<file path="config.mk">
export PLATFORM = sky130hd
export DESIGN_NAME = fwsr_host
export DESIGN_NICKNAME = d
export VERILOG_FILES = /design/src/common/fwsr_pkg.sv /design/src/fwsr_host.sv /design/src/fwsr_bus_cycle.sv
export SDC_FILE = /design/constraint.sdc
export NUM_CORES = 1
export LEC_CHECK = 0
export BUFFER_PORTS_ARGS = -buffer_cell sky130_fd_sc_hd__buf_4
export CAP_MARGIN = 20
export CORE_ASPECT_RATIO = 1.2
export CORE_MARGIN = 2
export CORE_UTILIZATION = 58
export CTS_BUF_LIST = sky130_fd_sc_hd__clkbuf_4
export CTS_CLUSTER_DIAMETER = 30
export DETAILED_ROUTE_END_ITERATION = 7
export PLACE_DENSITY = 0.83
export SYNTH_ARGS = -nofsm -noshare
export SYNTH_HDL_FRONTEND = slang
export SYNTH_SLANG_ARGS = --single-unit
</file>
<file path="constraint.sdc">
create_clock -name pclk -period 2.6 [get_ports pclk]
set_input_delay 0.52 -clock pclk [delete_from_list [all_inputs] [get_ports pclk]]
set_output_delay 0.52 -clock pclk [all_outputs]
set_load 0.02 [all_outputs]
</file>
<file path="src/common/fwsr_pkg.sv">
// constants shared by the flash status host and its bus cycle engine
// assumes a 200 MHz pclk and a byte-wide flash with strobe-timed pins
package fwsr_pkg;
   localparam int unsigned CLK_PERIOD_NS = 5;
   localparam int unsigned SYNC_STAGES   = 2;
   localparam int unsigned T_READ_NS     = 100;
   localparam int unsigned T_WRITE_NS    = 50;
   localparam int unsigned T_RECOVER_NS  = 30;
   // least times round up; reads also cover the pin synchroniser
   localparam int unsigned READ_CYC      = (T_READ_NS + CLK_PERIOD_NS - 1) / CLK_PERIOD_NS
                                           + SYNC_STAGES;
   localparam int unsigned WRITE_CYC     = (T_WRITE_NS + CLK_PERIOD_NS - 1) / CLK_PERIOD_NS;
   localparam int unsigned RECOVER_CYC   = (T_RECOVER_NS + CLK_PERIOD_NS - 1) / CLK_PERIOD_NS;

   localparam int unsigned ADDR_W = 20;
   localparam int unsigned DATA_W = 8;

   // register map, byte addresses on apb
   localparam logic [7:0] REG_CTRL   = 8'h00;
   localparam logic [7:0] REG_ADDR   = 8'h04;
   localparam logic [7:0] REG_DATA   = 8'h08;
   localparam logic [7:0] REG_STATUS = 8'h0C;
   localparam int unsigned CTRL_OP_LSB = 0;
   localparam int unsigned CTRL_GO_BIT = 8;
   localparam int unsigned ST_BUSY_BIT   = 0;
   localparam int unsigned ST_DONE_BIT   = 1;
   localparam int unsigned ST_FAIL_BIT   = 2;
   localparam int unsigned ST_ACC_BIT    = 3;
   localparam int unsigned ST_WIN_BIT    = 4;
   localparam int unsigned ST_REJ_BIT    = 5;
   localparam int unsigned ST_MREJ_BIT   = 6;
   localparam int unsigned ST_READY_BIT  = 7;
   localparam int unsigned ST_RDATA_LSB  = 8;

   // status bit positions on the data lines
   localparam int unsigned POLLING_BIT      = 7;
   localparam int unsigned TOGGLE_ONE_BIT   = 6;
   localparam int unsigned TIMEOUT_BIT      = 5;
   localparam int unsigned ERASE_WINDOW_BIT = 3;

   // flash command words
   localparam logic [19:0] UNLOCK_ADDR_A    = 20'h0_0555;
   localparam logic [19:0] UNLOCK_ADDR_B    = 20'h0_02AA;
   localparam logic [7:0]  UNLOCK_DATA_A    = 8'hAA;
   localparam logic [7:0]  UNLOCK_DATA_B    = 8'h55;
   localparam logic [7:0]  CMD_PROGRAM      = 8'hA0;
   localparam logic [7:0]  CMD_ERASE_SETUP  = 8'h80;
   localparam logic [7:0]  CMD_SECTOR_ERASE = 8'h30;
   localparam logic [7:0]  CMD_RESET        = 8'hF0;
   localparam logic [2:0]  STEP_PROG_LAST   = 3'h3;
   localparam logic [2:0]  STEP_ERASE_LAST  = 3'h5;

   typedef enum logic [2:0] {
      OP_READ         = 3'b000,
      OP_PROGRAM      = 3'b001,
      OP_SECTOR_ERASE = 3'b010,
      OP_SECTOR_ADD   = 3'b011,
      OP_WAIT         = 3'b100,
      OP_RESET        = 3'b101
   } fwsr_op_t;
endpackage

</file>
<file path="src/fwsr_host.sv">
// flash write-status host: runs command sequences and status polling
// assumes an apb master on pclk and one byte-wide flash on the pins
// Contract
// device pulls ready/busy low while programming or erasing, else releases.
// device ready/busy is open-drain; only pulls low.
// device status valid from the last write strobe of a sequence.
// device inverts toggle bit one on each read while an algorithm runs.
// all selected sectors protected: toggle bit one toggles about 100 us.
// program into protected sector: toggle bit one toggles about 2 us.
// device erases unprotected selected sectors, skips protected ones.
// toggle bit one toggles during erase, stops in erase suspend.
// toggle bit one toggles during erase-suspend program until it completes.
// toggle bit two toggles on reads in erasing sectors, not programs.
// host polls at the programmed or a selected sector address.
// host rereads the polling bit after seeing the timeout bit set.
// device sets the timeout bit when the pulse limit is exceeded.
// programming a 1 over a 0 halts and sets the timeout bit.
// after a timeout failure host issues the reset command.
// erase-window bit 0 during acceptance timeout, 1 after; restarted per command.
// host ignores erase-window bit only with additions under 50 us apart.
// device takes more sector erases while window 0; then only suspend.
// host confirms acceptance, checks erase-window bit before and after additions.
// toggle polling starts with two reads compared; equal means done.
// still toggling with timeout set: compare again; toggling means failed, reset.
// interrupted toggle monitoring restarts from its first two reads.
// polling bit shows complement while programming, 0 while erasing.
// suspended device gives array data from non-suspended sectors.
//
// Our own choices: the APB register port and the address map.
`timescale 1ns/10ps
module fwsr_host (
   // clock and reset
   input  wire logic                        pclk,
   input  wire logic                        presetn,
   // apb slave
   input  wire logic                        psel,
   input  wire logic                        penable,
   input  wire logic                        pwrite,
   input  wire logic [7:0]                  paddr,
   input  wire logic [31:0]                 pwdata,
   output logic      [31:0]                 prdata,
   output logic                             pready,
   output logic                             pslverr,
   // flash pins
   output logic      [fwsr_pkg::ADDR_W-1:0] flash_addr,
   output logic                             flash_ce_n,
   output logic                             flash_oe_n,
   output logic                             flash_we_n,
   output logic      [fwsr_pkg::DATA_W-1:0] data_lines_o,
   output logic                             data_lines_oe,
   input  wire logic [fwsr_pkg::DATA_W-1:0] data_lines_i,
   input  wire logic                        ready_busy_output
);
   import fwsr_pkg::*;

   typedef enum logic [1:0] {
      ST_IDLE  = 2'b00,
      ST_SEQ   = 2'b01,
      ST_POLL  = 2'b10,
      ST_RESET = 2'b11
   } fwsr_state_t;

   fwsr_state_t       st_q, st_d;
   fwsr_op_t          op_q, op_d;
   logic [2:0]        step_q, step_d;
   logic [1:0]        ph_q, ph_d;
   logic [ADDR_W-1:0] addr_q, addr_d;
   logic [DATA_W-1:0] data_q, data_d, prev_q, prev_d, last_q, last_d;
   logic [31:0]       prdata_q, prdata_d;
   logic issued_q, issued_d, done_q, done_d, fail_q, fail_d, acc_q, acc_d;
   logic win_q, win_d, rej_q, rej_d, mrej_q, mrej_d, rb1_q, rb2_q;
   logic              cyc_req, cyc_wr, cyc_done, wr_en, go, mapped, toggled;
   logic [ADDR_W-1:0] cyc_addr, seq_addr;
   logic [DATA_W-1:0] cyc_wdata, seq_data, rd;

   fwsr_bus_cycle u_cycle (
      .pclk          (pclk),
      .presetn       (presetn),
      .req           (cyc_req),
      .wr            (cyc_wr),
      .addr          (cyc_addr),
      .wdata         (cyc_wdata),
      .done          (cyc_done),
      .rdata         (rd),
      .flash_addr    (flash_addr),
      .flash_ce_n    (flash_ce_n),
      .flash_oe_n    (flash_oe_n),
      .flash_we_n    (flash_we_n),
      .data_lines_o  (data_lines_o),
      .data_lines_oe (data_lines_oe),
      .data_lines_i  (data_lines_i)
   );

   // unlock and command words per sequence step
   always_comb begin
      seq_addr = UNLOCK_ADDR_A;
      seq_data = UNLOCK_DATA_A;
      case (step_q)
         3'h1, 3'h4: begin
            seq_addr = UNLOCK_ADDR_B;
            seq_data = UNLOCK_DATA_B;
         end
         3'h2: seq_data = (op_q == OP_PROGRAM) ? CMD_PROGRAM : CMD_ERASE_SETUP;
         3'h3: begin
            if (op_q == OP_PROGRAM) begin
               seq_addr = addr_q;
               seq_data = data_q;
            end
         end
         3'h5: begin
            seq_addr = addr_q;
            seq_data = CMD_SECTOR_ERASE;
         end
         default: ;
      endcase
   end

   assign cyc_wr    = (st_q != ST_POLL);
   assign cyc_addr  = (st_q == ST_SEQ) ? seq_addr : addr_q;
   assign cyc_wdata = (st_q == ST_RESET) ? CMD_RESET : seq_data;
   assign toggled   = rd[TOGGLE_ONE_BIT] ^ prev_q[TOGGLE_ONE_BIT];
   assign wr_en     = psel && penable && pwrite;
   assign mapped    = (paddr == REG_CTRL) || (paddr == REG_ADDR) ||
                      (paddr == REG_DATA) || (paddr == REG_STATUS);
   assign go        = wr_en && (paddr == REG_CTRL) && pwdata[CTRL_GO_BIT] && (st_q == ST_IDLE);

   always_comb begin
      st_d     = st_q;
      op_d     = op_q;
      step_d   = step_q;
      ph_d     = ph_q;
      addr_d   = addr_q;
      data_d   = data_q;
      prev_d   = prev_q;
      last_d   = last_q;
      prdata_d = prdata_q;
      issued_d = issued_q;
      done_d   = done_q;
      fail_d   = fail_q;
      acc_d    = acc_q;
      win_d    = win_q;
      rej_d    = rej_q;
      mrej_d   = mrej_q;
      cyc_req  = 1'b0;
      // read data is loaded in the setup phase so it comes from a flop
      if (psel && !penable) begin
         case (paddr)
            REG_CTRL:   prdata_d = {29'h0000_0000, op_q};
            REG_ADDR:   prdata_d = {12'h000, addr_q};
            REG_DATA:   prdata_d = {24'h00_0000, data_q};
            REG_STATUS: prdata_d = {16'h0000, last_q, rb2_q, mrej_q, rej_q, win_q, acc_q,
                                    fail_q, done_q, (st_q != ST_IDLE)};
            default:    prdata_d = 32'h0000_0000;
         endcase
      end
      // operands are frozen while an operation runs
      if (wr_en && st_q == ST_IDLE && paddr == REG_ADDR) begin
         addr_d = pwdata[ADDR_W-1:0];
      end
      if (wr_en && st_q == ST_IDLE && paddr == REG_DATA) begin
         data_d = pwdata[DATA_W-1:0];
      end
      if (go) begin
         op_d   = fwsr_op_t'(pwdata[CTRL_OP_LSB +: 3]);
         done_d = 1'b0;
         fail_d = 1'b0;
         acc_d  = 1'b0;
         rej_d  = 1'b0;
         mrej_d = 1'b0;
         ph_d   = 2'h0;
         step_d = (op_d == OP_SECTOR_ADD) ? STEP_ERASE_LAST : 3'h0;
         case (op_d)
            OP_READ, OP_WAIT, OP_SECTOR_ADD: st_d = ST_POLL;
            OP_PROGRAM, OP_SECTOR_ERASE:     st_d = ST_SEQ;
            OP_RESET:                        st_d = ST_RESET;
            default:                         done_d = 1'b1;
         endcase
      end
      if (st_q != ST_IDLE && !issued_q) begin
         cyc_req  = 1'b1;
         issued_d = 1'b1;
      end
      if (cyc_done) begin
         issued_d = 1'b0;
         case (st_q)
            ST_SEQ: begin
               if (step_q == ((op_q == OP_PROGRAM) ? STEP_PROG_LAST : STEP_ERASE_LAST)) begin
                  st_d = ST_POLL;
                  ph_d = (op_q == OP_SECTOR_ADD) ? 2'h1 : 2'h0;
               end else begin
                  step_d = step_q + 3'h1;
               end
            end
            ST_POLL: begin
               last_d = rd;
               prev_d = rd;
               st_d   = ST_IDLE;
               done_d = 1'b1;
               case (op_q)
                  OP_PROGRAM: begin
                     if (rd[POLLING_BIT] != data_q[POLLING_BIT]) begin
                        if (ph_q == 2'h1) begin
                           st_d   = ST_RESET;
                           fail_d = 1'b1;
                        end else begin
                           st_d = ST_POLL;
                           ph_d = rd[TIMEOUT_BIT] ? 2'h1 : 2'h0;
                        end
                        done_d = 1'b0;
                     end
                  end
                  OP_WAIT: begin
                     if (!ph_q[0] || toggled) begin
                        st_d   = ST_POLL;
                        done_d = 1'b0;
                        ph_d   = ph_q + 2'h1;
                        if (ph_q == 2'h1) begin
                           ph_d = rd[TIMEOUT_BIT] ? 2'h2 : 2'h0;
                        end else if (ph_q == 2'h3) begin
                           st_d   = ST_RESET;
                           fail_d = 1'b1;
                        end
                     end
                  end
                  OP_SECTOR_ERASE: begin
                     if (ph_q == 2'h0) begin
                        st_d   = ST_POLL;
                        done_d = 1'b0;
                        ph_d   = 2'h1;
                     end else begin
                        acc_d = toggled;
                        win_d = rd[ERASE_WINDOW_BIT];
                     end
                  end
                  OP_SECTOR_ADD: begin
                     win_d = rd[ERASE_WINDOW_BIT];
                     if (ph_q == 2'h0) begin
                        if (rd[ERASE_WINDOW_BIT]) begin
                           rej_d = 1'b1;
                        end else begin
                           st_d   = ST_SEQ;
                           done_d = 1'b0;
                        end
                     end else begin
                        mrej_d = rd[ERASE_WINDOW_BIT];
                     end
                  end
                  default: ;
               endcase
            end
            ST_RESET: begin
               st_d   = ST_IDLE;
               done_d = 1'b1;
            end
            default: ;
         endcase
      end
   end

   always_ff @(posedge pclk or negedge presetn) begin
      if (!presetn) begin
         st_q     <= ST_IDLE;
         op_q     <= OP_READ;
         step_q   <= 3'h0;
         ph_q     <= 2'h0;
         addr_q   <= '0;
         data_q   <= '0;
         prev_q   <= '0;
         last_q   <= '0;
         prdata_q <= 32'h0000_0000;
         issued_q <= 1'b0;
         done_q   <= 1'b0;
         fail_q   <= 1'b0;
         acc_q    <= 1'b0;
         win_q    <= 1'b0;
         rej_q    <= 1'b0;
         mrej_q   <= 1'b0;
         rb1_q    <= 1'b0;
         rb2_q    <= 1'b0;
      end else begin
         st_q     <= st_d;
         op_q     <= op_d;
         step_q   <= step_d;
         ph_q     <= ph_d;
         addr_q   <= addr_d;
         data_q   <= data_d;
         prev_q   <= prev_d;
         last_q   <= last_d;
         prdata_q <= prdata_d;
         issued_q <= issued_d;
         done_q   <= done_d;
         fail_q   <= fail_d;
         acc_q    <= acc_d;
         win_q    <= win_d;
         rej_q    <= rej_d;
         mrej_q   <= mrej_d;
         // low on the shared pulled-up wire means busy
         rb1_q    <= ready_busy_output;
         rb2_q    <= rb1_q;
      end
   end

   assign prdata  = prdata_q;
   assign pready  = 1'b1;
   assign pslverr = psel && penable && !mapped;
endmodule

</file>
<file path="src/fwsr_bus_cycle.sv">
// one read or write cycle on the flash pins per request
// captures wr, addr and wdata with req when idle, so the caller need not hold them until done
`timescale 1ns/10ps
module fwsr_bus_cycle #(
   parameter int unsigned READ_CYCLES    = fwsr_pkg::READ_CYC,
   parameter int unsigned WRITE_CYCLES   = fwsr_pkg::WRITE_CYC,
   parameter int unsigned RECOVER_CYCLES = fwsr_pkg::RECOVER_CYC
) (
   // clock and reset
   input  wire logic                        pclk,
   input  wire logic                        presetn,
   // request side
   input  wire logic                        req,
   input  wire logic                        wr,
   input  wire logic [fwsr_pkg::ADDR_W-1:0] addr,
   input  wire logic [fwsr_pkg::DATA_W-1:0] wdata,
   output logic                             done,
   output logic      [fwsr_pkg::DATA_W-1:0] rdata,
   // flash pins
   output logic      [fwsr_pkg::ADDR_W-1:0] flash_addr,
   output logic                             flash_ce_n,
   output logic                             flash_oe_n,
   output logic                             flash_we_n,
   output logic      [fwsr_pkg::DATA_W-1:0] data_lines_o,
   output logic                             data_lines_oe,
   input  wire logic [fwsr_pkg::DATA_W-1:0] data_lines_i
);
   import fwsr_pkg::*;

   if (READ_CYCLES < SYNC_STAGES + 1 || READ_CYCLES > 255 || WRITE_CYCLES < 1 ||
       WRITE_CYCLES > 255 || RECOVER_CYCLES < 1 || RECOVER_CYCLES > 255) begin : g_bad
      $error("fwsr_bus_cycle: cycle counts out of range");
   end

   typedef enum logic [1:0] {
      BC_IDLE  = 2'b00,
      BC_SETUP = 2'b01,
      BC_PULSE = 2'b10,
      BC_HOLD  = 2'b11
   } fwsr_bc_t;

   fwsr_bc_t          bst_q, bst_d;
   logic [7:0]        cnt_q, cnt_d;
   logic [ADDR_W-1:0] addr_q, addr_d;
   logic [DATA_W-1:0] wd_q, wd_d, rd_q, rd_d, sync1_q, sync2_q;
   logic              ce_n_q, ce_n_d, oe_n_q, oe_n_d, we_n_q, we_n_d;
   logic              oe_q, oe_d, wr_q, wr_d, done_q, done_d;

   always_comb begin
      bst_d  = bst_q;
      cnt_d  = cnt_q;
      addr_d = addr_q;
      wd_d   = wd_q;
      rd_d   = rd_q;
      ce_n_d = ce_n_q;
      oe_n_d = oe_n_q;
      we_n_d = we_n_q;
      oe_d   = oe_q;
      wr_d   = wr_q;
      done_d = 1'b0;
      case (bst_q)
         BC_IDLE: begin
            if (req) begin
               bst_d  = BC_SETUP;
               addr_d = addr;
               wd_d   = wdata;
               wr_d   = wr;
               ce_n_d = 1'b0;
               oe_d   = wr;
            end
         end
         BC_SETUP: begin
            bst_d  = BC_PULSE;
            oe_n_d = wr_q;
            we_n_d = !wr_q;
            cnt_d  = wr_q ? WRITE_CYCLES[7:0] : READ_CYCLES[7:0];
         end
         BC_PULSE: begin
            cnt_d = cnt_q - 8'h01;
            if (cnt_q == 8'h01) begin
               bst_d  = BC_HOLD;
               oe_n_d = 1'b1;
               we_n_d = 1'b1;
               cnt_d  = RECOVER_CYCLES[7:0];
               // synchronised copy of the data lines at strobe end
               if (!wr_q) begin
                  rd_d = sync2_q;
               end
            end
         end
         default: begin
            // chip select rises a cycle after the strobe so the write edge still sees it low
            ce_n_d = 1'b1;
            cnt_d  = cnt_q - 8'h01;
            if (cnt_q == 8'h01) begin
               bst_d  = BC_IDLE;
               oe_d   = 1'b0;
               done_d = 1'b1;
            end
         end
      endcase
   end

   always_ff @(posedge pclk or negedge presetn) begin
      if (!presetn) begin
         bst_q   <= BC_IDLE;
         cnt_q   <= 8'h00;
         addr_q  <= '0;
         wd_q    <= '0;
         rd_q    <= '0;
         ce_n_q  <= 1'b1;
         oe_n_q  <= 1'b1;
         we_n_q  <= 1'b1;
         oe_q    <= 1'b0;
         wr_q    <= 1'b0;
         done_q  <= 1'b0;
         sync1_q <= '0;
         sync2_q <= '0;
      end else begin
         bst_q   <= bst_d;
         cnt_q   <= cnt_d;
         addr_q  <= addr_d;
         wd_q    <= wd_d;
         rd_q    <= rd_d;
         ce_n_q  <= ce_n_d;
         oe_n_q  <= oe_n_d;
         we_n_q  <= we_n_d;
         oe_q    <= oe_d;
         wr_q    <= wr_d;
         done_q  <= done_d;
         sync1_q <= data_lines_i;
         sync2_q <= sync1_q;
      end
   end

   assign done          = done_q;
   assign rdata         = rd_q;
   assign flash_addr    = addr_q;
   assign flash_ce_n    = ce_n_q;
   assign flash_oe_n    = oe_n_q;
   assign flash_we_n    = we_n_q;
   assign data_lines_o  = wd_q;
   assign data_lines_oe = oe_q;
endmodule

</file>
Word-level counts from Yosys, hierarchy flattened:

Cells that the tools add are included.

* shift operators: 0
* bitwise operators: 3
* order comparisons: 0
* divide/modulo/power cells: 0
* equality and inequality tests: 31
* reduce and logical (&&, ||, !) cells: 45
* multiplexer cells: 98
* multipliers: 0
* $add $sub $neg: 3

Operators by type and width (count)
* $pmux 20 s4: 1
* $pmux 20 s3: 1
* $mux 1: 49
* $mux 20: 2
* $mux 2: 18
* $pmux 8 s4: 1
* $mux 8: 3
* $pmux 2 s3: 4
* $pmux 8 s3: 1
* $eq 3x2->1 const B: 6
* $mux 3: 6
* $eq 8x4->1 const B: 2
* $eq 3x3->1 const B: 5
* $pmux 1 s2: 7
* $logic_and 1x1->1: 11
* $reduce_bool 2->1: 5
* $eq 3x1->1 const B: 3
* $reduce_and 3->1: 3
* $eq 2x2->1 const B: 4
* $eq 8x1->1 const B: 1
* $eq 8x3->1 const B: 1
* $logic_not 8->1: 1
* $pmux 2 s4: 1
* $reduce_and 2->1: 4
* other kinds (23): 40

* memories: 0
* output and inout port bits: 66
* latch bits: 0
* register bits: 155
* RAM bits: 0
* memory bits (read-only): 0
* bits of input ports: 54

Longest topological paths before layout:

Gate-level depths: netlist of the first run.

* depth in word-level cells: 12
* mapped depth: 8
* depth with buffers taken out: 7

Hierarchy:

From an unflattened synthesis of the first run, not the netlist that was laid out.

* cells, all modules: 587
* area, all modules: 6889.1 sq um

By module, submodules not included
* fwsr_host: cells each 394, sequential area each 1876.8 sq um, instances 1, area each 4141.5 sq um
* fwsr_bus_cycle: cells each 193, sequential area each 1705.4 sq um, instances 1, area each 2747.6 sq um

Worst setup path before layout of the first run:

No wires, ideal clock.

* kind: input port to flip-flop
* from: in paddr[1]
* to: reg st_q[1]
* setup slack: 300 ps
* setup time: 124 ps
* stages: 6
* data arrival time: 2176 ps
* path through: or4_4 -> or4_4 -> buf_6 -> o32a_1 -> o21ai_2 -> nand3_2

* longest elaborated chain between the ends: 8

Ends and longest elaborated chain
* start, declared: RTL line fwsr_host.sv:39 `input wire logic [7:0] paddr,`
* $logic_not 8->1 *: RTL line fwsr_host.sv:125 `assign go = wr_en && (paddr == REG_CTRL) && pwdata[CTRL_GO_BIT] && (st_q == ST_IDLE);`
* $logic_and 1x1->1 * (3 in series): RTL line fwsr_host.sv:125
* $mux 2 *: RTL line fwsr_host.sv:163 `if (go) begin`
* $mux 2: RTL line fwsr_host.sv:187 `if (step_q == ((op_q == OP_PROGRAM) ? STEP_PROG_LAST : STEP_ERASE_LAST)) begin`
* $pmux 2 s3: RTL line fwsr_host.sv:185 `case (st_q)`
* $mux 2 *: RTL line fwsr_host.sv:183 `if (cyc_done) begin`
* named net st_d[1]: RTL line fwsr_host.sv:63 `fwsr_state_t st_q, st_d;`
* end signal, assigned: RTL line fwsr_host.sv:281 `st_q <= st_d;`
* end, declared: RTL line fwsr_host.sv:63

The timed path passes the listed nets; every way through them passes the cells marked *.
A chain may end at the register's enable or synchronous reset.

Worst setup path after layout of the first run:

* from: in paddr[1]
* to: out pslverr

* longest elaborated chain between the ends: 6
* elaborated cells between the ends (all ways): 9

Ends and longest elaborated chain
* $eq 8x3->1 or $logic_not 8->1 (tied branches): RTL line fwsr_host.sv:123 `assign mapped = (paddr == REG_CTRL) || (paddr == REG_ADDR) ||`
* $logic_or 1x1->1 (2 in series): RTL line fwsr_host.sv:123
* $logic_or 1x1->1 *: RTL line fwsr_host.sv:124 `(paddr == REG_DATA) || (paddr == REG_STATUS);`
* $logic_not 1->1 *: RTL line fwsr_host.sv:305 `assign pslverr = psel && penable && !mapped;`
* $logic_and 1x1->1 *: RTL line fwsr_host.sv:305
* end, declared: RTL line fwsr_host.sv:43 `output logic pslverr,`

Every way passes the cells marked *; elsewhere a longest branch is shown, timed or not.

==> results.txt, run 1 <==
outcome - finished, final reports clean
fin crit share - 0.9234
GRT Util Overall - 0.2722
vias in the first global route - 5170
relative slew slack - 0.4751
power density over the cells - 648.3 mW/mm²
critical path type - primary input to primary output
Max Root-Sink Buffers - 2
fin cells - 847
final worst-path setup slack - 199.2 ps
sequential share of the synthesized area - 0.5441
Nets - 771
Clock Pin Slew Worst Setup and Hold Paths - 130 ps
starting density of the core - 0.5966
# IOs - 120
register area - 0.003582 mm²
Yosys cell types - 68
post-synth top area share - 0.5321
clock root buffer - clkbuf_4
Worst IR Drop VDD - 442.9 µV
setup bufs post-CTS - 0
per-cell routed wire length - 18.71 µm
core area - 0.01104 mm²
Power Total - 5.040 mW
endpoints failing setup - 0
Antenna Diode Count - 0
largest net degree at the start of global routing - 53
Cells after Synth - 594
CP max-delay cell - or4_4
multi-input logic area - 0.002776 mm²
DP Worst Slack - 140.9 ps
Routed Antenna Nets - 0
placed cell areas - 0.007467 mm²
worst path bufs/invs - 2
share of cells above drive strength 1 - 0.2979
Hold Path Class - primary input to register
RePlAce Congestion - 0.8860
syn_area_per_cell - 11.08 µm²
critical path peak fanout - 4
final wirelength - 15840 µm
final instance area - 0.007774 mm²
leading area contributor after synthesis - dfrtp_1
Clock H-tree levels - 4
initial antenna violation count - 0
Layout Skew - 21.34 ps
CP peak stage delay - 550 ps
port bufs - 94
register bit count reported by yosys - 143
Async SR Flop Fraction - 1.000
top cells by area, synth - dfrtp_1 (53%), mux2_2 (8.6%), nand2_1 (3.4%)
dpl hpwl - 11540 µm
Setup Total Neg Slack - 0 ps
grt ovf - 0
Critical Path, Cell by Cell - buf_4, or4_4, nor3_1, nor2_1, buf_4
DRC viols - 0
crit path DAT - 1880 ps
Max-cap violations - 0
Filler cells - 767
most used cell, CP - buf_4
Num CTS Buffers - 17
1st-iter DRT viols - 391
post-cts resize count - 0
CTS tree - built
die span in x - 101.3 µm
vias - 5146
Critical Path Start Type - primary input
number of synthesized flops with an enable pin - 0
Worst Tran Pin Value - 787.4 ps
YS warnings - 0
top_reg_cell synth - dfrtp_1
die height - 120.7 µm
RSZ-0062 raised after global routing - false
first-pass GRT wire length - 25700 µm
CP Capture Type - primary output
Critical Path RT - 2080 ps
die area - 0.01222 mm²
row count - 42
CTS Sinks - 143
synthesized area - 0.006584 mm²
maximum clock rate - 416.5 MHz
Largest delay share family, worst path - simple AND/OR/NAND/NOR gates
Leak Pwr - 3.850 nW
Area growth syn-to-layout - 18.07%
Inst Count DP - 812
vias per std cell - 6.076
minimum clock period - 2401 ps
1st-pass router iterations - 6
worst-skew pair later-pin latency - 560 ps
Final Slew Violations - 0
final hold violation count - 0
registers in the layout, summed over array words and instances, names as in the netlist, 8 cells and up:
signal	count
u_cycle.cnt_q	8
last_q	8
u_cycle.sync2_q	8
data_q	8
addr_q	20
u_cycle.flash_addr	20
u_cycle.data_lines_o	8
prdata	20
u_cycle.rdata	8
u_cycle.sync1_q	8
timing repair:
action	4_1_cts	5_1_grt
endpoints found under the setup margin	0	0
endpoints found under the hold margin	49	2
hold buffers	1	2
cells in the mapped netlist, drive strengths merged (6+ instances only):
master	number
a22o	15
dfrtp	140
a211oi	6
buf	17
nor2b	7
clkbuf	23
nor2	39
a21oi	34
o21ai	41
nand2	59
mux2i	21
nor3	11
nand2b	7
ha	15
mux2	51
nand3	12
inv	17
power breakdown:
| part | internal (mW) | total, mW | leakage, nW | switching [mW] |
|---|---|---|---|---|
| combinational | 0.457 | 1.14 | 1.84 | 0.684 |
| clock | 0.505 | 1.40 | 0.147 | 0.895 |
| sequential | 2.38 | 2.50 | 1.86 | 0.123 |
metrics by stage:
| stage | util | hold WS, ps |
|---|---|---|
| floorplan | - | 224.4 |
| global placement | 0.6766 | 331.9 |
| detailed placement | 0.6766 | 335.5 |
| CTS | 0.7026 | 35.53 |
| global route | 0.7044 | 10.12 |
| finish | 0.7044 | 66.37 |
layout make-up:
cell class,count,share of cell area
Multi-Input combinational cell,405,0.3572
Clock buffer,17,0.01642
Clock inverter,15,0.01915
Timing Repair Buffer,118,0.1170
Tap cell,132,0.02125
Sequential cell,143,0.4608
Inverter,17,0.008209
cell families (layout without fill, tap and decap cells):
logic type,Yosys count,count (layout),synth area share
simple gates,162,162,0.1199
mux,72,72,0.1192
flops,143,143,0.5441
compound gates,139,139,0.1406
xor+xnor,4,4,0.005322
fa+ha+maj,15,15,0.02851
other cells,2,13,0.001141
buf+inv,57,167,0.04124
cell usage in the layout (no fill, tap or decap), types with 5 or more instances in the layout:
master and instances:
dfrtp_1 140, buf_4 113, nand2_1 59, mux2_2 50, o21ai_0 39, nor2_1 39, a21oi_1 33, mux2i_1 21
inv_1 17, clkbuf_4 17, a22o_1 15, ha_1 15, conb_1 13, nand3_1 11, nor3_1 9, nand2b_1 7
nor2b_1 7, a211oi_1 6, or3_1 5, o22ai_1 5, a21o_1 5, o221a_2 5, inv_6 5
final timing paths:
| check | cells past startpoint | end | start | slack (ps) |
|---|---|---|---|---|
| max | 5 | pslverr | paddr[1] | 200 |
| min | 1 | u_cycle.sync1_q[0] | data_lines_i[0] | 70 |
| max reg2reg | 8 | ph_q[0] | st_q[0] | 400 |
| min reg2reg | 0 | u_cycle.sync2_q[7] | u_cycle.sync1_q[7] | 340 |
| max in group asynchronous | 3 | data_q[6] | presetn | 1400 |
| min in group asynchronous | 2 | u_cycle.data_lines_o[2] | presetn | 480 |
worst reg2reg max path, stage by stage, from the launching register on:
cell,delay (ps)
dfrtp_1,440
inv_1,110
ha_1,230
nand4_1,150
or4_4,610
buf_4,220
nand2_1,90
a211o_1,130
nand4_1,100
per-layer routing:
metal	GRT usage	part of all wire	vias to the layer above	wire [µm]
li1	-	-	2326	-
met1	0.3485	0.40	2563	6402
met2	0.4520	0.51	214	8123
met3	0.06012	0.056	43	889
met4	0.1014	0.027	0	429
met5	0	0	-	0
Note: power is estimated with default switching activity, not from simulation.
==> run 2: changes to the inputs <==
--- a/config.mk
+++ b/config.mk
@@ -9,11 +9,11 @@
 export CAP_MARGIN = 20
 export CORE_ASPECT_RATIO = 1.2
 export CORE_MARGIN = 2
-export CORE_UTILIZATION = 58
+export CORE_UTILIZATION = 35
 export CTS_BUF_LIST = sky130_fd_sc_hd__clkbuf_4
 export CTS_CLUSTER_DIAMETER = 30
 export DETAILED_ROUTE_END_ITERATION = 7
-export PLACE_DENSITY = 0.83
+export GPL_TIMING_DRIVEN = 1
 export SYNTH_ARGS = -nofsm -noshare
 export SYNTH_HDL_FRONTEND = slang
 export SYNTH_SLANG_ARGS = --single-unit
==> results.txt, run 2 (synthesis gave the netlist of run 1 again) <==
outcome - finished, final reports clean
CTS Sinks - 143
clock root buffer - clkbuf_4
commonest non-fill, non-tap cell in the layout - dfrtp_1
worst-skew pair later-pin latency - 550 ps
Final Slew Violations - 0
dpl hpwl - 12100 µm
Worst Tran Pin Value - 780.9 ps
Layout Skew - 24.17 ps
RePlAce Congestion - 0.8487
final worst-path setup slack - 266.2 ps
CP startpoint - paddr[1]
RSZ-0062 raised after global routing - false
Area growth syn-to-layout - 19.86%
Leak Pwr - 3.832 nW
worst flop-to-flop path startpoint - st_q[1]
row count - 54
Filler cells - 1756
Routed Antenna Nets - 0
DP Worst Slack - 126.8 ps
die height - 154.2 µm
most used cell, CP - buf_4
DRC viols - 0
vias per std cell - 5.180
post-cts resize count - 0
1st-pass router iterations - 5
crit path DAT - 1810 ps
hold wc startpoint - data_lines_i[3]
initial antenna violation count - 1
CP Capture Type - primary output
Critical Path Start Type - primary input
die area - 0.01993 mm²
1st-iter DRT viols - 242
# IOs - 120
Largest delay share family, worst path - simple AND/OR/NAND/NOR gates
CTS tree - built
final hold violation count - 0
Num CTS Buffers - 17
maximum clock rate - 428.5 MHz
GRT Util Overall - 0.1724
CP max-delay cell - or4_4
CP peak stage delay - 560 ps
final wirelength - 16580 µm
power density over the cells - 624.3 mW/mm²
Clock H-tree levels - 4
core area - 0.01831 mm²
fin crit share - 0.8976
hold buffers post-CTS - 1
Hold Path Class - primary input to register
largest net degree at the start of global routing - 53
grt ovf - 0
endpoints failing setup - 0
starting density of the core - 0.3596
Max Root-Sink Buffers - 2
relative slew slack - 0.4794
Max-cap violations - 0
minimum clock period - 2334 ps
die span in x - 129.2 µm
setup bufs post-CTS - 0
worst path bufs/invs - 2
Nets - 770
per-cell routed wire length - 17.15 µm
critical path type - primary input to primary output
Clock Pin Slew Worst Setup and Hold Paths - 120 ps
Critical Path RT - 2080 ps
port bufs - 94
Setup Total Neg Slack - 0 ps
commonest cells after routing, fill and taps aside - dfrtp_1 (140), buf_4 (114), nand2_1 (59), mux2_2 (50)
Worst IR Drop VDD - 292.1 µV
hold_ws - 71.64 ps
critical path peak fanout - 4
vias in the first global route - 5133
Critical Path, Cell by Cell - buf_4, or4_4, nor3_1, nor2_1, buf_4
vias - 5009
share of cells above drive strength 1 - 0.2997
first-pass GRT wire length - 26880 µm
==> run 2: changes by cell type in the layout (fill, tap and decap cells not counted) <==
cell | before | now
clkinv_2 | 1 | 4
inv_6 | 5 | 2
inv_8 | 3 | 0
clkinvlp_4 | 2 | 4
dlygate4sd3_1 | 3 | 1
buf_4 | 113 | 114
clkbuf_4 | 17 | 18
diode_2 | 0 | 1
==> run 2: worst paths after layout <==
| check | endpoint | slack (ps) | depth (start not counted) |
|---|---|---|---|
| min in group asynchronous | u_cycle.cnt_q[7] | 480 | 2 |
| min | u_cycle.sync1_q[3] | 70 | 1 |
| max reg2reg | step_q[2] | 320 | 8 |
| max in group asynchronous | u_cycle.flash_ce_n | 1360 | 3 |
| min reg2reg | u_cycle.sync2_q[4] | 360 | 0 |
| max | pslverr | 270 | 5 |
==> run 2: layout make-up <==
class | count | area, µm² | area share
sequential | 143 | 3582 | 0.4539
timing repair buffer | 117 | 897.1 | 0.1137
clock buffer | 18 | 135.1 | 0.01712
antenna | 1 | 2.502 | 0.0003171
multi-input combinational | 405 | 2776 | 0.3518
inverter | 17 | 63.81 | 0.008086
tap | 252 | 315.3 | 0.03996
clock inverter | 14 | 118.9 | 0.01506
==> run 2: layer usage <==
metal | track usage | wire length, µm | up-vias
met5 | 0 | 0 | -
met4 | 0.06470 | 327 | 0
met3 | 0.04531 | 967 | 27
met2 | 0.2815 | 8181 | 159
met1 | 0.2192 | 7105 | 2503
li1 | - | - | 2320
==> run 2: per-stage QoR <==
step	power, mW	instance area (µm²)	instances	util
floorplan	3.267	6625	605	-
global placement	3.612	7625	933	0.4164
detailed placement	3.666	7625	933	0.4164
CTS	4.979	7889	966	0.4308
global route	5.230	7891	967	0.4310
finish	4.926	7891	967	0.4310
==> run 2: power by group <==
part | switching [mW] | leakage [nW] | internal (mW)
logic | 0.660 | 1.84 | 0.464
clock network | 0.821 | 0.132 | 0.481
registers | 0.125 | 1.86 | 2.37
total | 1.61 | 3.83 | 3.32
==> run 3: changes to the inputs <==
--- a/config.mk
+++ b/config.mk
@@ -5,15 +5,16 @@
 export SDC_FILE = /design/constraint.sdc
 export NUM_CORES = 1
 export LEC_CHECK = 0
-export BUFFER_PORTS_ARGS = -buffer_cell sky130_fd_sc_hd__buf_4
+export BUFFER_PORTS_ARGS = -buffer_cell sky130_fd_sc_hd__clkbuf_2
 export CAP_MARGIN = 20
 export CORE_ASPECT_RATIO = 1.2
 export CORE_MARGIN = 2
 export CORE_UTILIZATION = 35
-export CTS_BUF_LIST = sky130_fd_sc_hd__clkbuf_4
+export CTS_BUF_LIST = sky130_fd_sc_hd__clkbuf_16
 export CTS_CLUSTER_DIAMETER = 30
 export DETAILED_ROUTE_END_ITERATION = 7
 export GPL_TIMING_DRIVEN = 1
+export REMOVE_ABC_BUFFERS = 1
 export SYNTH_ARGS = -nofsm -noshare
 export SYNTH_HDL_FRONTEND = slang
 export SYNTH_SLANG_ARGS = --single-unit
==> results.txt, run 3 (synthesis gave the netlist of run 1 again) <==
outcome - finished, final reports clean
fin crit share - 0.8668
critical path endpoint - pslverr
critical path type - primary input to primary output
1st-pass router iterations - 4
Hold Path Class - primary input to asynchronous set/reset pin
Num CTS Buffers - 17
Worst IR Drop VDD - 435.9 µV
most used cell, CP - clkbuf_2
r2r endpoint - done_q
r2r setup slk - 390 ps
endpoints failing setup - 0
largest net degree at the start of global routing - 60
Most Crowded Layer GR - met2
commonest non-fill, non-tap cell in the layout - dfrtp_1
worst flop-to-flop path startpoint - st_q[0]
starting density of the core - 0.3596
met3 Use GR - 0.03840
Gate power share - 0.182
worst path bufs/invs - 3
grt met2 use - 0.2759
CTS Sinks - 143
maximum clock rate - 443.7 MHz
relative slew slack - 0.4844
CP startpoint - paddr[1]
GR met1 Demand/Resource - 0.2202
final worst-path setup slack - 346.4 ps
worst-skew pair later-pin latency - 420 ps
register share of total power - 0.425
Levels on crit path - 6
die height - 154.2 µm
initial antenna violation count - 0
hold_ws - 62.51 ps
die span in x - 129.2 µm
setup bufs post-CTS - 0
CP Capture Type - primary output
share of cells above drive strength 1 - 0.3011
power density over the cells - 737.3 mW/mm²
Clock Pin Slew Worst Setup and Hold Paths - 60 ps
Layout Skew - 10.96 ps
Max Root-Sink Buffers - 2
Routed Antenna Nets - 0
final wirelength - 16120 µm
Critical Path RT - 2080 ps
minimum clock period - 2254 ps
Inst Count DP - 934
CP peak stage delay - 550 ps
Nets - 770
row count - 54
DRC viols - 0
vias - 4939
RSZ-0062 raised after global routing - false
R2R depth - 7
Antenna Diode Count - 0
Cell Int Power - 4.111 mW
per-cell routed wire length - 16.69 µm
fin cells - 966
Net Switching - 1.762 mW
RePlAce Congestion - 0.8615
crit path DAT - 1730 ps
Critical Path, Cell by Cell - clkbuf_2, or4_4, nor3_1, buf_4, nor2_1, clkbuf_2
Final Slew Violations - 0
Clock H-tree levels - 4
critical path peak fanout - 3
commonest cells after routing, fill and taps aside - dfrtp_1 (140), clkbuf_2 (93), nand2_1 (59), mux2_2 (50)
clock root buffer - clkbuf_16
sw frac - 0.3000
dpl hpwl - 11990 µm
port bufs - 94
GRT Util Overall - 0.1697
Worst Tran Pin Value - 773.4 ps
Critical Path Start Type - primary input
die area - 0.01993 mm²
# IOs - 120
1st-iter DRT viols - 282
DP Worst Slack - 121.3 ps
Largest delay share family, worst path - simple AND/OR/NAND/NOR gates
vias per std cell - 5.113
post-cts resize count - 0
first-pass GRT wire length - 26510 µm
clock power share - 0.393
grt ovf - 0
core area - 0.01831 mm²
hold buffers post-CTS - 0
Leak Pwr - 3.888 nW
final hold violation count - 0
vias in the first global route - 5064
CP max-delay cell - or4_4
Area growth syn-to-layout - 20.98%
Max-cap violations - 0
CTS tree - built
[run 3: cell types whose count changed in the layout (fill, tap and decap cells not counted), moves of 4 or more]
cell        previous run  this run
clkbuf_2               0        93
clkinvlp_4             4         8
clkbuf_4              18         0
clkinv_2               4         0
clkbuf_16              0        17
buf_4                114        22
[run 3: per-layer routing]
layer / routed length [µm] / share of wire / vias to the layer above
li1: - / - / 2318
met1: 7311 / 0.45 / 2469
met2: 7820 / 0.49 / 131
met3: 707 / 0.044 / 21
met4: 281 / 0.017 / 0
met5: 0 / 0 / -
[run 3: area by class of cell]
class / instances / area, µm²
fill: 1704 / 10340
sequential: 143 / 3582
multi-input combinational: 405 / 2776
timing repair buffer: 117 / 661.9
clock buffer: 17 / 425.4
tap: 252 / 315.3
clock inverter: 15 / 140.1
inverter: 17 / 63.81
[run 3: power by group through the flow]
| stage | Sequential, mW | Combinational, mW | Clock, mW |
|---|---|---|---|
| 3_3_place_gp | 2.53 | 1.03 | 0 |
| 4_1_cts | 2.50 | 1.07 | 2.36 |
| 5_1_grt | 2.52 | 1.22 | 2.48 |
| 6_report | 2.50 | 1.07 | 2.31 |
| 2_1_floorplan | 2.57 | 0.662 | 0 |
| 3_5_place_dp | 2.54 | 1.07 | 0 |
[run 3: worst min path at each step]
stage | start | depth (start not counted) | end
final | presetn | 1 | u_cycle.cnt_q[6]
after detailed placement | u_cycle.sync1_q[2] | 0 | u_cycle.sync2_q[2]
after global placement | u_cycle.sync1_q[4] | 0 | u_cycle.sync2_q[4]
after global routing | presetn | 1 | u_cycle.cnt_q[6]
after CTS | presetn | 1 | u_cycle.cnt_q[6]
after floorplan | presetn | 0 | acc_q
[run 3: stage by stage]
stage | power, mW | util | TNS, ps | area (µm²)
3_5_place_dp | 3.601 | 0.4041 | 0 | 7400
4_1_cts | 5.919 | 0.4350 | 0 | 7965
2_1_floorplan | 3.234 | - | -1643 | 6417
6_report | 5.872 | 0.4350 | 0 | 7965
5_1_grt | 6.209 | 0.4350 | 0 | 7965
3_3_place_gp | 3.554 | 0.4041 | 0 | 7400
